==> config.mk <==
export PLATFORM = sky130hd
export DESIGN_NAME = temp_sensor_readout_regs
export DESIGN_NICKNAME = d
export VERILOG_FILES = /design/src/design/temp_readout_pkg.sv /design/src/design/alarm_cmp_if.sv /design/src/design/alarm_compare.sv /design/src/design/temp_sensor_readout_regs.sv
export SDC_FILE = /design/constraint.sdc
export NUM_CORES = 1
export LEC_CHECK = 0
export BUFFER_PORTS_ARGS = -buffer_cell sky130_fd_sc_hd__buf_2
export CORE_ASPECT_RATIO = 0.75
export CORE_MARGIN = 4
export CORE_UTILIZATION = 54
export CTS_CLUSTER_DIAMETER = 100
export CTS_CLUSTER_SIZE = 16
export DETAILED_ROUTE_END_ITERATION = 8
export PLACE_DENSITY_LB_ADDON = 0.2
export RECOVER_POWER = 25
export SYNTH_ARGS = -nofsm -noshare
export SYNTH_HDL_FRONTEND = slang
export SYNTH_SLANG_ARGS = --single-unit
==> constraint.sdc <==
create_clock -name clk_sys -period 2.56 [get_ports clk_sys]
set_input_delay 0.256 -clock clk_sys [delete_from_list [all_inputs] [get_ports clk_sys]]
set_output_delay 0.256 -clock clk_sys [all_outputs]
set_load 0.02 [all_outputs]
==> src/design/temp_readout_pkg.sv <==
package temp_readout_pkg;
  // register pointers as seen by the serial engine
  localparam logic [7:0]  ADDR_TEMPERATURE_RESULT   = 8'h05;
  localparam logic [7:0]  ADDR_MAKER_IDENTIFICATION = 8'h06;
  localparam logic [7:0]  ADDR_PART_AND_REVISION    = 8'h07;
  localparam logic [7:0]  ADDR_RESOLUTION_SELECT    = 8'h08;
  // result layout
  localparam int          BIT_CRITICAL_ALARM        = 15;
  localparam int          BIT_ABOVE_HIGH            = 14;
  localparam int          BIT_BELOW_LOW             = 13;
  localparam int          BIT_SIGN                  = 12;
  localparam int          CMP_LSB                   = 2;
  localparam int          RES_FIELD_LSB             = 3;
  localparam logic [15:0] RESULT_RESET              = 16'h0000;
  // resolution field encodings
  localparam logic [1:0]  RES_HALF                  = 2'h0;
  localparam logic [1:0]  RES_QUARTER               = 2'h1;
  localparam logic [1:0]  RES_EIGHTH                = 2'h2;
  localparam logic [1:0]  RES_SIXTEENTH             = 2'h3;
  localparam logic [1:0]  RES_RESET                 = RES_QUARTER;
  localparam logic [2:0]  RES_LOW_ONES              = 3'h7;
  // identity values, arbitrary
  localparam logic [15:0] MAKER_ID_VALUE            = 16'h1234;
  localparam logic [7:0]  PART_ID_VALUE             = 8'h5a;
  localparam logic [7:0]  REVISION_VALUE            = 8'h01;
  // conversion timing: worst-case bound 100 ms at 50 MHz
  localparam int          CLK_HZ                    = 50_000_000;
  localparam int          CONV_BOUND_MS             = 100;
  localparam int          CONV_BOUND_CYCLES         = CLK_HZ / 1000 * CONV_BOUND_MS;
endpackage : temp_readout_pkg

==> src/design/alarm_cmp_if.sv <==
// carries the compare view of temperature and the three limits
interface alarm_cmp_if;
  logic signed [10:0] temp_cmp;
  logic signed [10:0] crit_lim;
  logic signed [10:0] high_lim;
  logic signed [10:0] low_lim;
  logic signed [10:0] hyst;
  logic               crit_d;
  logic               high_d;
  logic               low_d;
  logic               crit_q;
  logic               high_q;
  logic               low_q;
  modport top (output temp_cmp, crit_lim, high_lim, low_lim, hyst, crit_q, high_q, low_q,
               input crit_d, high_d, low_d);
  modport cmp (input temp_cmp, crit_lim, high_lim, low_lim, hyst, crit_q, high_q, low_q,
               output crit_d, high_d, low_d);
endinterface : alarm_cmp_if

==> src/design/alarm_compare.sv <==
// hysteresis comparators, all in quarter-degree units (bits 12..2)
module alarm_compare (
  alarm_cmp_if.cmp c
);
  logic signed [11:0] temp_w;
  logic signed [11:0] crit_w;
  logic signed [11:0] high_w;
  logic signed [11:0] low_w;
  logic signed [11:0] hyst_w;
  logic signed [11:0] crit_off;
  logic signed [11:0] high_off;
  logic signed [11:0] low_off;

  // signed widening; a concatenation would turn every compare unsigned
  assign temp_w   = 12'(c.temp_cmp);
  assign crit_w   = 12'(c.crit_lim);
  assign high_w   = 12'(c.high_lim);
  assign low_w    = 12'(c.low_lim);
  assign hyst_w   = 12'(c.hyst);
  // one extra bit so limit minus hysteresis cannot wrap
  assign crit_off = crit_w - hyst_w;
  assign high_off = high_w - hyst_w;
  assign low_off  = low_w - hyst_w;

  // set above limit, held until strictly below limit minus hysteresis
  assign c.crit_d = (temp_w > crit_w) | (c.crit_q & ~(temp_w < crit_off));
  // set above limit, cleared at or below limit minus hysteresis
  assign c.high_d = (temp_w > high_w) | (c.high_q & (temp_w > high_off));
  // set below limit minus hysteresis, cleared at or above limit
  assign c.low_d  = (temp_w < low_off) | (c.low_q & (temp_w < low_w));
endmodule : alarm_compare

==> src/design/temp_sensor_readout_regs.sv <==
// Behaviour
// - read-only result register holds signed temperature plus three alarm flags on top.
// - temperature bits coded like limits, sign bit 12, 128 degrees down to LSB.
// - result bits below the selected resolution read as zero.
// - critical flag sets above limit, clears below limit minus hysteresis.
// - above-high flag sets above high, clears at or below high minus hysteresis.
// - below-low flag sets below low minus hysteresis, clears at or above low.
// - maker identification register returns a fixed 16-bit code.
// - identification register: part code upper byte, revision lower byte.
// - host writes resolution; later conversions use it.
// - field bits 4:3 pick 0.5..0.0625 degree LSB; bits 2:0 read ones.
// - reset selects quarter-degree resolution, register reads 000f.
// - capability resolution field mirrors the selected resolution.
// - each conversion completes within 100 ms, then updates the result.
// - temperature and limits are two's complement.
// - comparisons use only result bits 12 through 2.
module temp_sensor_readout_regs
  import temp_readout_pkg::*;
#(
  parameter int CONV_CYCLES = CONV_BOUND_CYCLES - 1
) (
  input  wire logic        clk_sys,
  input  wire logic        arst_n,
  input  wire logic [7:0]  reg_addr,
  input  wire logic        reg_wr,
  input  wire logic [15:0] reg_wdata,
  output logic      [15:0] reg_rdata,
  input  wire logic        conv_valid,
  input  wire logic [12:0] conv_temp,
  input  wire logic        shutdown,
  input  wire logic [12:0] crit_limit,
  input  wire logic [12:0] high_limit,
  input  wire logic [12:0] low_limit,
  input  wire logic [12:0] hysteresis,
  output logic             conv_start,
  output logic [1:0]       cap_res_field,
  output logic             result_update
);
  logic [1:0]  res_q;
  logic [1:0]  conv_res_q;
  logic [12:0] temp_q;
  logic        crit_alarm_q;
  logic        high_q;
  logic        low_q;
  logic [31:0] timer_q;
  logic        busy_q;
  logic [12:0] temp_masked;
  logic [15:0] rdata_d;
  logic        upd_q;

  alarm_cmp_if c ();

  // register map in short:
  //   05 result: flags on bits 15..13, signed temperature below
  //   06 maker code, fixed, writes ignored
  //   07 part code and revision, fixed, writes ignored
  //   08 resolution field on bits 4:3, bits 2:0 read as ones
  // everything else reads as zero, so a stray pointer is harmless
  // limits, hysteresis and shutdown arrive from logic on this clock,
  // hence no synchroniser stages on them
  // the converter itself is outside this block; only its valid pulse
  // and raw sixteenth-degree result come in here

  // resolution select register, host writable
  // only the two field bits are stored; the low ones are constants
  // a write takes effect at the next conversion start, never mid-way
  // reset value gives quarter-degree steps
  always_ff @(posedge clk_sys or negedge arst_n) begin
    if (!arst_n) begin
      res_q <= RES_RESET;
    end else if (reg_wr && reg_addr == ADDR_RESOLUTION_SELECT) begin
      res_q <= reg_wdata[RES_FIELD_LSB+1:RES_FIELD_LSB];
    end
  end

  assign cap_res_field = res_q;

  // conversion pacing: start, then wait for the converter or the bound
  // the timer is a safety net: a converter that never answers must not
  // hang the pacing, so the block drops back to idle after the bound
  // and keeps the old result rather than inventing one
  // a conversion already running when shutdown rises still completes;
  // only new starts are held off
  always_ff @(posedge clk_sys or negedge arst_n) begin
    if (!arst_n) begin
      busy_q     <= 1'b0;
      timer_q    <= 32'h0;
      conv_res_q <= RES_RESET;
    end else if (!busy_q) begin
      if (!shutdown) begin
        busy_q     <= 1'b1;
        timer_q    <= 32'h0;
        conv_res_q <= res_q; // latched at start so a mid-conversion write waits for the next one
      end
    end else if (conv_valid || timer_q >= 32'(CONV_CYCLES)) begin
      busy_q <= 1'b0;
    end else begin
      timer_q <= timer_q + 32'h1;
    end
  end

  assign conv_start = !busy_q && !shutdown;

  // drop bits finer than the resolution used for this conversion
  // masking uses the latched resolution, so a write during a conversion
  // cannot give a result with a mix of old and new precision
  // sixteenth steps pass the raw value untouched
  always_comb begin
    temp_masked = conv_temp;
    case (conv_res_q)
      RES_HALF:      temp_masked[2:0] = 3'h0;
      RES_QUARTER:   temp_masked[1:0] = 2'h0;
      RES_EIGHTH:    temp_masked[0]   = 1'b0;
      RES_SIXTEENTH: temp_masked      = conv_temp;
      default:       temp_masked      = conv_temp;
    endcase
  end

  // comparator inputs: quarter-degree view only
  // finer bits never reach the comparators; at half-degree resolution bit 2 is
  // cleared before them too, so flags see half steps; the limits are not masked and keep bit 2 at every resolution
  // the previous flag values feed back for the hysteresis terms
  assign c.temp_cmp = temp_masked[12:CMP_LSB];
  assign c.crit_lim = crit_limit[12:CMP_LSB];
  assign c.high_lim = high_limit[12:CMP_LSB];
  assign c.low_lim  = low_limit[12:CMP_LSB];
  assign c.hyst     = hysteresis[12:CMP_LSB];
  assign c.crit_q   = crit_alarm_q;
  assign c.high_q   = high_q;
  assign c.low_q    = low_q;

  alarm_compare u_cmp (
    .c (c)
  );

  // result and flags captured in one edge; no torn reads
  // a valid pulse while idle is ignored: nothing was asked for, and a
  // stray pulse must not overwrite a good reading
  // flags only move on a new result, never on a limit change alone,
  // a limitation the host must allow for after reprogramming limits
  always_ff @(posedge clk_sys or negedge arst_n) begin
    if (!arst_n) begin
      temp_q       <= RESULT_RESET[12:0];
      crit_alarm_q <= 1'b0;
      high_q       <= 1'b0;
      low_q        <= 1'b0;
      upd_q        <= 1'b0;
    end else begin
      upd_q <= 1'b0;
      if (busy_q && conv_valid) begin
        temp_q       <= temp_masked;
        crit_alarm_q <= c.crit_d;
        high_q       <= c.high_d;
        low_q        <= c.low_d;
        upd_q        <= 1'b1;
      end
    end
  end

  assign result_update = upd_q;

  // read mux
  // identity values are fixed constants; writes to them are dropped
  // the result view is the stored word, never the converter input
  always_comb begin
    case (reg_addr)
      ADDR_TEMPERATURE_RESULT:   rdata_d = {crit_alarm_q, high_q, low_q, temp_q};
      ADDR_MAKER_IDENTIFICATION: rdata_d = MAKER_ID_VALUE;
      ADDR_PART_AND_REVISION:    rdata_d = {PART_ID_VALUE, REVISION_VALUE};
      ADDR_RESOLUTION_SELECT:    rdata_d = {11'h000, res_q, RES_LOW_ONES};
      default:                   rdata_d = 16'h0000;
    endcase
  end

  // read data registered one cycle after the address
  // costs one cycle of latency but keeps the read path free of the
  // comparator logic, and the host sees a steady word for a full cycle
  // while the pointer stands
  always_ff @(posedge clk_sys or negedge arst_n) begin
    if (!arst_n) begin
      reg_rdata <= 16'h0000;
    end else begin
      reg_rdata <= rdata_d;
    end
  end
endmodule : temp_sensor_readout_regs

**Word level (Yosys, flattened, before mapping)**

Index checks and enable logic that the tools add are counted.

- Bits in registers: 70
- Logic and storage cells: 61
- Output and inout port bits: 20
- Bits of input ports: 94

- Order comparisons: 7
- Muxes and demuxes: 11
- Reduce and logical (&&, ||, !) cells: 11
- Bitwise gates (word level): 9
- Equality and inequality tests: 9
- Add/sub/neg operators: 4

Operators with widths:

| operator | count |
|---|---|
| $mux 32 | 3 |
| $pmux 16 s4 | 1 |
| $sub 11x11->12 | 3 |
| $add 32x1->32 const B | 1 |
| $ge 32x23->1 const B | 1 |
| $eq 8x3->1 const B | 3 |
| $lt 11x12->1 | 2 |
| $gt 11x11->1 | 2 |
| $gt 11x12->1 | 1 |
| $lt 11x11->1 | 1 |
| $eq 8x4->1 const B | 1 |
| $mux 1 | 6 |
| $eq 2x2->1 const B | 2 |
| $reduce_and 2->1 | 2 |
| $and 1x1->1 | 3 |
| $logic_and 1x1->1 | 3 |
| $not 1->1 | 3 |
| $or 1x1->1 | 3 |
| $reduce_or 3->1 | 1 |
| $eq 2x1->1 const B | 1 |
| $logic_not 1->1 | 2 |
| $logic_not 2->1 | 1 |
| $ne 2x1->1 const B | 1 |
| $ne 2x2->1 const B | 1 |
| 3 further kinds | 3 |

**Longest topological paths before layout**

- Depth in word-level cells: 6
- Depth in mapped cells: 17
- Gate-level depth less buffers: 17

**By module**

Synthesis repeated with hierarchy kept, for this count alone.

- Cells, all modules: 697
- Area total of the unflattened synthesis: 6,257.3 um^2

By module, submodules not included:

| module | area each (um^2) | cells an instance | sequential area each (um^2) | instances |
|---|---|---|---|---|
| temp_sensor_readout_regs | 3,220.6 | 293 | 1,754.2 | 1 |
| alarm_compare | 3,036.7 | 404 | 0.0 | 1 |

**Least setup slack after synthesis**

No wires, ideal clock.

- Kind: input port to flip-flop
- From: in hysteresis[3]
- To: reg crit_alarm_q, in the netlist c.crit_q
- Slack: -764 ps
- Arrival time: 3,193 ps
- Setup time: 131 ps
- Stages on the path: 14
- Required time: 2,429 ps
- Path through: inv_1 -> ha_1 -> nor2b_1 -> o21ai_0 -> a21oi_1 -> o41ai_1 -> o21bai_1 -> a31o_2 -> ha_1 -> inv_1 -> or3_1 -> a2111o_1 -> a41oi_1 -> o22ai_1

- Longest elaborated chain between the ends: 5

Ends and longest elaborated chain:

| item | RTL line | RTL |
|---|---|---|
| start: declaration | temp_sensor_readout_regs.sv:34 | `input wire logic [12:0] hysteresis,` |
| $sub 11x11->12 | alarm_compare.sv:21 | `assign crit_off = crit_w - hyst_w;` |
| $lt 11x12->1 | alarm_compare.sv:26 | `assign c.crit_d = (temp_w > crit_w) \| (c.crit_q & ~(temp_w < crit_off));` |
| $not 1->1 | alarm_compare.sv:26 |  |
| $and 1x1->1 | alarm_compare.sv:26 |  |
| $or 1x1->1 | alarm_compare.sv:26 |  |
| end signal: assignment | temp_sensor_readout_regs.sv:152 | `crit_alarm_q <= c.crit_d;` |
| end: declaration | temp_sensor_readout_regs.sv:42 | `logic crit_alarm_q;` |

Every way passes these cells.
A chain may end at the register's enable or synchronous reset.

**Worst setup path after layout**

Ends and elaborated chain as after synthesis.

==> flow_metrics.tcl <==
set metrics [dict create \
    outcome "finished with violations" \
    violations "capacitance limit, slew limit, setup timing" \
    avgViaCountPerCell 5.98 \
    port_buffers 91 \
    numCtsBuffers 9 \
    clock_latency_ns 0.34 \
    hpwl_um 13900 \
    grtUsageTotal 0.283 \
    die_x_um 131 \
    vias 6072 \
    htreeDepth 3 \
    place.gp.congestion 0.924 \
    drc 0 \
    synth-xor-area-share 0.0345 \
    cts.sinks 70 \
    synthAdderAreaFrac 0.215 \
    io_pins 114 \
    p_per_area_nw_per_um2 495 \
    gr-total-overflow 0 \
    initial_utilization 0.555 \
    clkSlewWorstSetupHoldPaths_ns 0.06 \
    start_kind "primary input" \
    ys_types 65 \
    period_minus_slack_ns 2.93 \
    slew_violations 71 \
    synth_top_family_by_area "adder cells" \
    finalHoldViolations 0 \
    synth_compound_area_frac 0.184 \
    seq_area_frac_synth 0.288 \
    final_nets 1067 \
    syn_area_um2 6100 \
    ys_warn_count 0 \
    dpl-instance-area_um2 7360 \
    synthCells 686 \
    rsz0062_at_grt "yes" \
    p_leak_nw 4.04 \
    hold_path_class "primary input to flop" \
    synthFlopType "dfrtp_1" \
    synth.net_count 883 \
    period_share 1.14 \
    synth_edf_count 0 \
    fin_util 0.731 \
    grt_start_max_net_pins 71 \
    setup_viol 3 \
    peakVddDrop_v 0.000443 \
    cp-end-kind "flop" \
    async_flop_share 1.00 \
    fp-row-count 33 \
    wire_per_inst_um 18.5 \
    cts_tree "done" \
    fin_area_um2 8030 \
    slew_headroom -0.156 \
    synthToLayoutAreaGrowth_pct 31.5 \
    cts_root_buffer "clkbuf_16" \
    synthSimpleGateAreaFrac 0.191 \
    drive_gt1_frac 0.317 \
    worstPathArrival_ns 3.19 \
    clockBufferDepth 2 \
    finalClockSkew_ns 0.00705 \
    num_antenna_cells 0 \
    dieHeight_um 100 \
    antenna_left 0 \
    path_max_fanout 4 \
    design.core.area_um2 11000 \
    antenna_found_initial 0 \
    drt_iter0_drc 522 \
    max_cap_viol_count 1 \
    worstMarginPinSlew_ns 1.73 \
    avgSynthCellArea_um2 8.89 \
    first_global_vias 5910 \
    muxShareOfSynthArea 0.0345 \
    fmax_mhz 342 \
    setup_slack_ns -0.366 \
    die_area_um2 13100 \
    routed_wl_um 18800 \
    grt_pass1_wl_um 29300 \
    first_pass_iters 5 \
    crit_type "primary input to flop" \
    required_ns 2.82 \
    synth-seq-cells 70 \
]
-- Yosys cell counts (all sizes together) (6+ instances only) --
master  number  share of area
and2        12          0.013
nor3         8         0.0066
xnor2       14          0.020
a21o        14          0.017
o21a         8         0.0098
o211ai       9          0.011
inv         68          0.042
and3        13          0.014
o311ai       6         0.0086
dfrtp       68           0.28
nand2b       8         0.0082
mux2        13          0.025
o31ai       11          0.014
clkbuf       9         0.0055
nor4        12          0.015
nand3       26          0.021
a211oi       6         0.0074
a21oi       37          0.030
o41ai        6         0.0086
nor2b       14          0.014
nand2       50          0.031
mux2i        6         0.0098
ha         100           0.21
a31oi        8         0.0082
o21ai       27          0.022
nand4       14          0.014
o21bai       6         0.0074
xor2        10          0.014
nor2        44          0.027
-- flip-flops by register name (all words and copies together), names as in the netlist --
signal,count
c.low_q,1
c.crit_q,1
result_update,1
timer_q,32
cap_res_field,2
busy_q,1
temp_q,13
c.high_q,1
reg_rdata,16
conv_res_q,2
-- report_power, final --
part	internal (mW)	total [mW]	leakage [nW]	switching (mW)
Clock	0.787	1.28	0.149	0.489
Combinational	0.676	1.43	2.96	0.759
Sequential	1.19	1.26	0.934	0.0646
-- metal layers --
metal	up-vias	routed length, µm	track usage
met1	2930	8770	0.417
met2	230	8330	0.431
met3	26	1410	0.0622
li1	2886	-	-
met5	-	0	0
met4	0	281	0.0538
-- stage by stage --
stage | instances | TNS, ns | setup WS [ns] | hold slack [ns] | total power, mW
6_report | 1015 | -0.915 | -0.366 | 0.154 | 3.97
2_1_floorplan | 686 | -1.26 | -0.496 | -0.0396 | 2.03
3_5_place_dp | 982 | -2.49 | -0.877 | 0.313 | 2.54
4_1_cts | 1013 | -0.735 | -0.276 | 0.148 | 3.90
5_1_grt | 1015 | -1.40 | -0.565 | 0.154 | 4.19
3_3_place_gp | 982 | -2.10 | -0.722 | 0.304 | 2.47
-- placed cells by master, fill, tap and decap left out, types with 12 or more instances in the layout --
| cell | count |
|---|---|
| inv_1 | 61 |
| nand3_1 | 26 |
| mux2_2 | 12 |
| a21oi_1 | 29 |
| nor2b_1 | 14 |
| buf_4 | 93 |
| dfrtp_1 | 68 |
| nand2_1 | 49 |
| o21ai_0 | 18 |
| buf_2 | 89 |
| a21o_1 | 13 |
| ha_1 | 92 |
| nor2_1 | 42 |
| xnor2_1 | 14 |
| and3_1 | 12 |
| nand4_1 | 14 |
-- logic make-up after synthesis --
| kind of cell | after synthesis |
|---|---|
| xor+xnor | 24 |
| compound gates | 165 |
| buf+inv | 83 |
| fa+ha+maj | 103 |
| flops | 70 |
| simple gates | 222 |
| mux | 19 |
-- worst max-delay path, cell delays in order --
cell        delay (ns)
buf_6             0.07
clkinvlp_4        0.11
buf_6             0.16
ha_4              0.25
nor2b_1           0.22
o21ai_2           0.11
a21oi_2           0.26
o41ai_4           0.09
buf_4             0.15
xnor2_1           0.14
ha_1              0.29
nand4_1           0.11
o311ai_0          0.51
buf_4             0.21
a41oi_2           0.11
o22ai_1           0.12
-- final cells by class --
cell class	count	area (µm²)
clock buffer	10	239
fill	825	2960
clock inverter	6	68.8
tap	140	175
multi-input combinational	533	4330
timing repair buffer	187	1190
sequential	70	1750
inverter	69	263
-- worst paths after layout --
kind | slack, ns | depth (start not counted) | startpoint | to
hold reg to reg | 0.47 | 2 | conv_res_q[0]$_DFFE_PN1P_ | conv_res_q[0]$_DFFE_PN1P_
max in group asynchronous | 0.52 | 3 | arst_n | timer_q[13]$_DFFE_PN0P_
setup / recovery | -0.37 | 16 | hysteresis[3] | c.crit_q$_DFFE_PN0P_
setup reg to reg | 0.19 | 8 | timer_q[0]$_DFFE_PN0P_ | timer_q[10]$_DFFE_PN0P_
min in group asynchronous | 0.99 | 3 | arst_n | temp_q[7]$_DFFE_PN0P_
hold / removal | 0.15 | 2 | reg_wdata[3] | cap_res_field[0]$_DFFE_PN1P_
-- timing repair --
| action | 4_1_cts | 5_1_grt |
|---|---|---|
| buffers inserted | 14 | 2 |
| pin swaps | 47 | 28 |
| hold buffers | 1 | 0 |
| setup endpoints to repair | 3 | 4 |
| endpoints found under the hold margin | 68 | 0 |
| resized for setup | 36 | 16 |
Power figures use the tool's default switching activity.
